### src/verilog/rf_timer_params.svh
// Register offsets, field positions and timing figures of the reader timer bank.
`ifndef RF_TIMER_PARAMS_SVH
`define RF_TIMER_PARAMS_SVH

// Register indices; the byte address is four times the index.
`define IDX_RUN_CONTROL     6'h0e
`define IDX_A_CONTROL       6'h0f
`define IDX_A_RELOAD_HIGH   6'h10
`define IDX_A_RELOAD_LOW    6'h11
`define IDX_A_COUNT_HIGH    6'h12
`define IDX_A_COUNT_LOW     6'h13
`define IDX_B_CONTROL       6'h14
`define IDX_IRQ_STATUS      6'h20
`define IDX_IRQ_CLEAR       6'h21
`define IDX_IRQ_ENABLE      6'h22

// Timer control register fields.
`define CTL_STOP_RX         7
`define CTL_START_HI        5
`define CTL_START_LO        4
`define CTL_RELOAD          3
`define CTL_CLK_HI          1
`define CTL_CLK_LO          0
`define CTL_WRITE_MASK      8'hbb

// Auto-start and clock-select codes.
`define START_NONE          2'h0
`define START_TX_END        2'h1
`define START_TRIM_HOLD     2'h2
`define START_TRIM_WRAP     2'h3
`define CLK_FAST            2'h0
`define CLK_SLOW            2'h1
`define CLK_TIMER_C         2'h2
`define CLK_TIMER_B         2'h3

// Interrupt status bits.
`define IRQ_UNDERFLOW       0
`define IRQ_RX_STOP         1

// Count clock rates in Hz against the 200 MHz system clock.
`define SYS_CLK_HZ          29'h0bebc200
`define FAST_CLK_HZ         29'h00cee8c0
`define SLOW_CLK_HZ         29'h00033ba3

`endif

### src/verilog/rf_timer_pkg.sv
// Shared types of the reader timer bank.
package rf_timer_pkg;
  typedef logic [7:0]  reg_byte_t;
  typedef logic [15:0] count_t;
  typedef logic [28:0] phase_t;
endpackage

### src/verilog/rf_reader_timer_bank.sv
// Timer bank of the reader transceiver: run control, first timer and Wishbone registers.
//
// Functional notes
// A run-control write changes a running bit only where its low-nibble mask bit is one.
// Writing ff sets all four running bits; writing f0 changes none.
// Bits 7 to 4 report whether the fourth to first timer counts.
// A masked running-bit write starts or stops that timer at once.
// With stop-on-receive set, the timer halts after four received bits.
// Stop-on-receive is ignored while auto-start selects oscillator trimming.
// Auto-start 00 never starts; 01 starts at the end of transmission.
// Auto-start 10 and 11 trim on slow oscillator edges, without and with underflow.
// With reload-on-zero set, the timer reloads and keeps counting at zero.
// With reload-on-zero clear, the timer stops at zero and clears running.
// Each underflow sets the timer underflow flag.
// Clock select 00 counts at 13.56 MHz, 01 at 211.875 kHz.
// Clock select 10 counts third timer underflows, 11 second timer underflows.
// Each start loads the counter from the high and low reload bytes.
// Reload writes do not disturb a running count; they act at next start.
// Software must not read the count bytes during a reception.
// Control holds stop-on-receive 7, auto-start 5:4, reload 3, clock 1:0.
// The second timer has a control register of the same layout.
// A running timer decrements per tick; underflow is a tick at zero.
`include "rf_timer_params.svh"

module rf_reader_timer_bank (
  input  wire logic        ref_clk,
  input  wire logic        resetn,
  input  wire logic        wb_cyc_i,
  input  wire logic        wb_stb_i,
  input  wire logic        wb_we_i,
  input  wire logic [7:0]  wb_adr_i,
  input  wire logic [3:0]  wb_sel_i,
  input  wire logic [31:0] wb_dat_i,
  output logic      [31:0] wb_dat_o,
  output logic             wb_ack_o,
  output logic             irq,
  input  wire logic        tx_end,
  input  wire logic        rx_first_nibble,
  input  wire logic        slow_oscillator,
  input  wire logic        timer_b_underflow,
  input  wire logic        timer_c_underflow,
  output logic             timer_b_active,
  output logic             timer_c_active,
  output logic             timer_d_active,
  output logic      [7:0]  timer_b_control
);

  // Fractional rate step: adds the rate and wraps at the system rate, carry on top.
  function automatic rf_timer_pkg::phase_t phase_step(input rf_timer_pkg::phase_t acc,
                                                      input rf_timer_pkg::phase_t rate);
    rf_timer_pkg::phase_t sum;
    sum = acc + rate;
    if (sum >= `SYS_CLK_HZ) begin
      phase_step = sum - `SYS_CLK_HZ;
    end else begin
      phase_step = sum;
    end
  endfunction

  rf_timer_pkg::reg_byte_t timer_a_control;
  rf_timer_pkg::reg_byte_t timer_a_reload_high;
  rf_timer_pkg::reg_byte_t timer_a_reload_low;
  rf_timer_pkg::count_t    timer_a_count;
  rf_timer_pkg::reg_byte_t irq_status;
  rf_timer_pkg::reg_byte_t irq_enable;
  rf_timer_pkg::phase_t    fast_phase;
  rf_timer_pkg::phase_t    slow_phase;
  logic                    timer_a_active;
  logic                    fast_tick;
  logic                    slow_tick;
  logic                    slow_osc_prev;
  logic                    bus_req;
  logic                    bus_wr;
  logic [5:0]              bus_idx;
  rf_timer_pkg::reg_byte_t wr_byte;
  logic                    wr_run;
  rf_timer_pkg::count_t    reload_word;
  logic [1:0]              auto_start_select;
  logic [1:0]              count_clock_select;
  logic                    stop_on_receive;
  logic                    reload_on_zero;
  logic                    trim_mode;
  logic                    osc_rise;
  logic                    tick_a;
  logic                    start_a;
  logic                    stop_a;
  logic                    rx_stop_a;
  logic                    at_zero;
  logic                    underflow_a;
  rf_timer_pkg::reg_byte_t next_rd;

  assign bus_req            = wb_cyc_i & wb_stb_i & ~wb_ack_o;
  assign bus_wr             = bus_req & wb_we_i & wb_sel_i[0];
  assign bus_idx            = wb_adr_i[7:2];
  assign wr_byte            = wb_dat_i[7:0];
  assign wr_run             = bus_wr && bus_idx == `IDX_RUN_CONTROL;
  assign reload_word        = {timer_a_reload_high, timer_a_reload_low};
  assign auto_start_select  = timer_a_control[`CTL_START_HI:`CTL_START_LO];
  assign count_clock_select = timer_a_control[`CTL_CLK_HI:`CTL_CLK_LO];
  assign stop_on_receive    = timer_a_control[`CTL_STOP_RX];
  assign reload_on_zero     = timer_a_control[`CTL_RELOAD];
  assign trim_mode          = auto_start_select[1];
  assign osc_rise           = slow_oscillator & ~slow_osc_prev;
  assign at_zero            = timer_a_count == 16'h0000;

  // Both count clocks come from phase accumulators, so their mean rate is exact
  // although single tick spacings jitter by one system cycle.
  always_ff @(posedge ref_clk or negedge resetn) begin
    if (!resetn) begin
      fast_phase <= 29'h00000000;
      slow_phase <= 29'h00000000;
      fast_tick  <= 1'b0;
      slow_tick  <= 1'b0;
    end else begin
      fast_phase <= phase_step(fast_phase, `FAST_CLK_HZ);
      slow_phase <= phase_step(slow_phase, `SLOW_CLK_HZ);
      fast_tick  <= (fast_phase + `FAST_CLK_HZ) >= `SYS_CLK_HZ;
      slow_tick  <= (slow_phase + `SLOW_CLK_HZ) >= `SYS_CLK_HZ;
    end
  end

  always_ff @(posedge ref_clk or negedge resetn) begin
    if (!resetn) begin
      slow_osc_prev <= 1'b0;
    end else begin
      slow_osc_prev <= slow_oscillator;
    end
  end

  always_comb begin
    unique case (count_clock_select)
      `CLK_FAST:    tick_a = fast_tick;
      `CLK_SLOW:    tick_a = slow_tick;
      `CLK_TIMER_C: tick_a = timer_c_underflow;
      `CLK_TIMER_B: tick_a = timer_b_underflow;
    endcase
  end

  // A masked software write outranks every hardware start or stop in the same cycle.
  always_comb begin
    rx_stop_a = timer_a_active & stop_on_receive & ~trim_mode & rx_first_nibble;
    if (wr_run && wr_byte[0]) begin
      start_a = wr_byte[4];
      stop_a  = ~wr_byte[4];
    end else begin
      start_a = ~timer_a_active & ((auto_start_select == `START_TX_END & tx_end)
                                   | (trim_mode & osc_rise));
      stop_a  = rx_stop_a | (timer_a_active & trim_mode & osc_rise);
    end
  end

  // In the hold trimming mode the count rests at zero instead of underflowing.
  assign underflow_a = timer_a_active & tick_a & at_zero & ~start_a & ~stop_a
                       & (auto_start_select != `START_TRIM_HOLD);

  always_ff @(posedge ref_clk or negedge resetn) begin
    if (!resetn) begin
      timer_a_active <= 1'b0;
    end else if (start_a) begin
      timer_a_active <= 1'b1;
    end else if (stop_a) begin
      timer_a_active <= 1'b0;
    end else if (underflow_a && !reload_on_zero) begin
      timer_a_active <= 1'b0;
    end
  end

  // Reload bytes are only sampled here, so rewriting them mid-count is harmless.
  always_ff @(posedge ref_clk or negedge resetn) begin
    if (!resetn) begin
      timer_a_count <= 16'h0000;
    end else if (start_a) begin
      timer_a_count <= reload_word;
    end else if (timer_a_active && !stop_a && tick_a) begin
      if (!at_zero) begin
        timer_a_count <= timer_a_count - 16'h0001;
      end else if (underflow_a && reload_on_zero) begin
        timer_a_count <= reload_word;
      end
    end
  end

  // The other timers keep their counters elsewhere; only their run bits and the second timer's control register live here.
  always_ff @(posedge ref_clk or negedge resetn) begin
    if (!resetn) begin
      timer_b_active <= 1'b0;
      timer_c_active <= 1'b0;
      timer_d_active <= 1'b0;
    end else if (wr_run) begin
      if (wr_byte[1]) begin
        timer_b_active <= wr_byte[5];
      end
      if (wr_byte[2]) begin
        timer_c_active <= wr_byte[6];
      end
      if (wr_byte[3]) begin
        timer_d_active <= wr_byte[7];
      end
    end
  end

  always_ff @(posedge ref_clk or negedge resetn) begin
    if (!resetn) begin
      timer_a_control     <= 8'h00;
      timer_b_control     <= 8'h00;
      timer_a_reload_high <= 8'h00;
      timer_a_reload_low  <= 8'h00;
      irq_enable          <= 8'h00;
    end else if (bus_wr) begin
      case (bus_idx)
        `IDX_A_CONTROL:     timer_a_control     <= wr_byte & `CTL_WRITE_MASK;
        `IDX_B_CONTROL:     timer_b_control     <= wr_byte & `CTL_WRITE_MASK;
        `IDX_A_RELOAD_HIGH: timer_a_reload_high <= wr_byte;
        `IDX_A_RELOAD_LOW:  timer_a_reload_low  <= wr_byte;
        `IDX_IRQ_ENABLE:    irq_enable          <= wr_byte;
        default: ;
      endcase
    end
  end

  // A hardware event in the same cycle as a software clear stays set.
  always_ff @(posedge ref_clk or negedge resetn) begin
    if (!resetn) begin
      irq_status <= 8'h00;
    end else begin
      for (int i = 0; i < 8; i++) begin
        if (i == `IRQ_UNDERFLOW && underflow_a) begin
          irq_status[i] <= 1'b1;
        end else if (i == `IRQ_RX_STOP && rx_stop_a && !(wr_run && wr_byte[0])) begin
          irq_status[i] <= 1'b1;
        end else if (bus_wr && bus_idx == `IDX_IRQ_CLEAR && wr_byte[i]) begin
          irq_status[i] <= 1'b0;
        end
      end
    end
  end

  always_ff @(posedge ref_clk or negedge resetn) begin
    if (!resetn) begin
      irq <= 1'b0;
    end else begin
      irq <= |(irq_status & irq_enable);
    end
  end

  always_comb begin
    case (bus_idx)
      `IDX_RUN_CONTROL:   next_rd = {timer_d_active, timer_c_active, timer_b_active, timer_a_active, 4'h0};
      `IDX_A_CONTROL:     next_rd = timer_a_control;
      `IDX_A_RELOAD_HIGH: next_rd = timer_a_reload_high;
      `IDX_A_RELOAD_LOW:  next_rd = timer_a_reload_low;
      `IDX_A_COUNT_HIGH:  next_rd = timer_a_count[15:8];
      `IDX_A_COUNT_LOW:   next_rd = timer_a_count[7:0];
      `IDX_B_CONTROL:     next_rd = timer_b_control;
      `IDX_IRQ_STATUS:    next_rd = irq_status;
      `IDX_IRQ_ENABLE:    next_rd = irq_enable;
      default:            next_rd = 8'h00;
    endcase
  end

  // Every access, mapped or not, is answered one cycle after the strobe.
  always_ff @(posedge ref_clk or negedge resetn) begin
    if (!resetn) begin
      wb_ack_o <= 1'b0;
      wb_dat_o <= 32'h00000000;
    end else begin
      wb_ack_o <= bus_req;
      if (bus_req) begin
        wb_dat_o <= wb_we_i ? 32'h00000000 : {24'h000000, next_rd};
      end
    end
  end
endmodule

### config.mk
export PLATFORM = sky130hd
export DESIGN_NAME = rf_reader_timer_bank
export DESIGN_NICKNAME = d
export VERILOG_FILES = /design/src/verilog/rf_timer_pkg.sv /design/src/verilog/rf_reader_timer_bank.sv
export VERILOG_INCLUDE_DIRS = /design/src /design/src/verilog
export SDC_FILE = /design/constraint.sdc
export NUM_CORES = 1
export LEC_CHECK = 0
export ABC_AREA = 0
export BUFFER_PORTS_ARGS = -buffer_cell sky130_fd_sc_hd__buf_2
export CORE_MARGIN = 2
export CORE_UTILIZATION = 25
export CTS_CLUSTER_DIAMETER = 30
export CTS_CLUSTER_SIZE = 25
export DETAILED_ROUTE_END_ITERATION = 7
export SYNTH_ARGS = -nofsm -noshare
export SYNTH_HDL_FRONTEND = slang
export SYNTH_SLANG_ARGS = --single-unit
### constraint.sdc
create_clock -name ref_clk -period 3.4 [get_ports ref_clk]
set_input_delay 1.02 -clock ref_clk [delete_from_list [all_inputs] [get_ports ref_clk]]
set_output_delay 1.02 -clock ref_clk [all_outputs]
set_load 0.03 [all_outputs]
==> results.md <==
- Pin count of the biggest net entering global routing: 47
- Hold/Removal Path Class: reg2reg
- Mapped Area: between 7000 and 8000 um^2
- Peak fanout along the critical path: 5
- Power Total: 3800 uW
- Num rows: 65
- Status: completed
- Final hold viol count: 0
- Post-synthesis cell count: around 850
- P_leak: 0.00412 uW
- Layout area overhead: 22.1%
- Met3 Wirelength: 911 um
- Core ar.: 31300 um^2
- Met2 wire length: between 9000 and 10000 um
- Hold buffer count at cts: 0
- Dpl cell area: 8910 um^2
- Worst Skew: 0.0118 ns
- Vias in the first global route: 6251
- Final setup violation count: 0
- # DRC: 0
- DRT Pass-1 Iters: 5
- CTS root buffer: clkbuf_16
- CTS Buffer Depth: 2
- Post-synth EDFFs: 0
- Initial antenna violation count: 0
- WP data required: 3.70 ns
- Design area: 9650 um^2
- Netlist cell types: 86
- Final wirelength: 20200 um
- # fillers: 3250
- Worst setup EP type: flop
- Period utilization: 0.945
- # diodes: 0
- IO buf count: 43
- GRT Total Usage: 0.125
- Reg2reg path depth: 14
- First-pass GRT wire length: 33100 um
- Antenna Nets Post-Route: 0
- CTS tree: yes
- Critical Path AT: 3.51 ns
- Initial Utilization: 0.253
- Vias per inst: 4.90
- Slew Viols, Final: 0
- Number of synthesized register bits: 123
- HPWL after detailed placement: 15100 um
- DRT met1 WL: 9390 um
- Max Clk Rate: 0.311 GHz
- Critical Path Source Type: flop
- Final net count: 1009
- Clk pin slew, worst setup/hold paths: around 0.06 ns
- Total congestion overflow: 0
- Slew HR: 0.446
- Layout cells sized above 1: 0.248
- Fraction of registers with async set or reset after synthesis: 1.00
- Power Dens Cells: 393 nW/um^2
- Max-Cap Viols: 0
- Die Y: about 180 um
- H-Tree Level Count: 4
- Mean Syn Cell Area: 9.31 um^2
- Worst-Margin Slew: 0.825 ns
- Clock sinks: 123
- Predominant post-synthesis flop cell: dfrtp_1
- Final core utilization: 0.308
- Synth warnings: 0
- Die area: 33100 um^2
- Gpl congestion: 0.845
- DR iter-0 viols: 535
- Final worst slack: approximately 0.19 ns
- CTS buffer count: 17
- RSZ-0062 raised after global routing: true
- Uppermost layer routed: met4
- Worst skew pair latency: 0.42 ns
- DP Worst Slack: 0.00664 ns
- Hold depth: 1
- IO Count: 99
- Minimum clock period: 3.21 ns
- VDD IR max: 308 uV
- Via Count: 6676
- Die width: 182 um
- CP Class: reg2reg
- Routed wire per std cell: between 10 and 15 um
- Sequential share of the synthesized area: 0.389
state kept, by name, indices dropped and copies added, names as in the netlist, 2 cells and up:
| name | cells |
|---|---|
| fast_phase | 23 |
| irq_enable | 8 |
| irq_status | 2 |
| slow_phase | 29 |
| timer_a_control | 6 |
| timer_a_count | 16 |
| timer_a_reload_high | 8 |
| timer_a_reload_low | 8 |
| timer_b_control | 6 |
| wb_dat_o | 8 |
cell usage in the layout, fill, tap and decap left out, types with 15 or more instances in the layout:
master | synthesis | routed
buf_2 | 7 | 42
nand3_1 | 29 | 29
buf_4 | 27 | 76
dfrtp_1 | 123 | 123
xor2_1 | 18 | 18
a21oi_1 | 37 | 36
o21ai_0 | 58 | 57
clkbuf_16 | 0 | 17
conb_1 | 1 | 26
nor2_1 | 44 | 43
xnor2_1 | 54 | 53
nand2_1 | 75 | 75
nor3_1 | 30 | 30
nand2b_1 | 15 | 15
mux2_2 | 43 | 43
inv_1 | 29 | 28
cell usage after synthesis (all sizes together), types with 18 or more instances:
cell      n  area, um^2
mux2     43         484
nand3    29         145
nor3     31         166
clkbuf   30         113
xnor2    54         473
buf      37         256
xor2     18         158
nor2     44         165
o21ai    62         314
a21oi    39         203
inv      30         113
dfrtp   123        3080
nand2    77         299
kinds of logic after synthesis:
logic type                 after synthesis  share of synthesized area
DFF                                    123                      0.389
xor gates and xnor gates                72                     0.0798
AOI/OAI and AO/OA                      203                      0.178
and+or+nand+nor                        293                      0.199
other                                    1                   0.000474
muxes                                   52                     0.0806
buffers and inverters                   97                     0.0609
adders and majority gates                8                     0.0127
worst paths after layout:
path / startpoint / to / slack (ns)
worst max-delay path: fast_phase[6] / fast_phase[23] / 0.19
worst min-delay path: slow_phase[0] / slow_phase[0] / 0.43
worst max register to register: fast_phase[6] / fast_phase[23] / 0.19
worst min register to register: slow_phase[0] / slow_phase[0] / 0.43
max in group asynchronous: resetn / irq_enable[0] / 2.18
min in group asynchronous: resetn / slow_phase[3] / 0.52
power breakdown:
part / total [uW] / switching [uW] / leakage [uW] / internal, uW
registers: 1540 / 41.4 / 0.00156 / 1500
logic: 276 / 188 / 0.00224 / 88.1
clock network: 1980 / 738 / 0.000314 / 1240
total: 3800 / 967 / 0.00412 / 2830
what timing repair did:
item                                    4_1_cts  5_1_grt
endpoints found under the setup margin        0       15
resized for setup                             0       15
setup buffers                                 0        6
routing by layer:
| layer | up-vias | global-route usage |
|---|---|---|
| li1 | 3254 | - |
| met1 | 3238 | 0.167 |
| met3 | 22 | 0.0267 |
| met4 | 0 | 0.0338 |
| met2 | 162 | 0.203 |
| met5 | - | 0 |
area by class of cell:
class / instances / area, um^2 / share of cell area
repair buffers: 121 / 823 / 0.0853
clock buffers: 17 / 425 / 0.0441
well taps: 402 / 503 / 0.0521
inverters: 30 / 115 / 0.0119
multi-input cells: 654 / 4500 / 0.466
clock inverters: 15 / 211 / 0.0219
flip-flops and latches: 123 / 3080 / 0.319
worst max-delay path, cell delays in order (launching register included):
cell	delay, ns
dfrtp_1	0.34
inv_1	0.08
ha_4	0.18
nand4b_1	0.25
a21oi_2	0.20
or4b_1	0.50
o22a_1	0.25
a221o_1	0.37
nor3_4	0.19
nor3b_4	0.09
buf_4	0.14
buf_4	0.13
nor2_2	0.16
nand2_1	0.09
xnor2_1	0.13
through the flow:
stage / hold slack, ns / TNS (ns) / std cells
after detailed placement: 0.430 / 0 / 1324
after CTS: 0.439 / 0 / 1356
after global placement: 0.425 / 0 / 1324
final: 0.431 / 0 / 1362
after floorplan: 0.463 / 0 / 874
after global routing: 0.453 / -0.0601 / 1362
(Power assumes the default switching activity.)
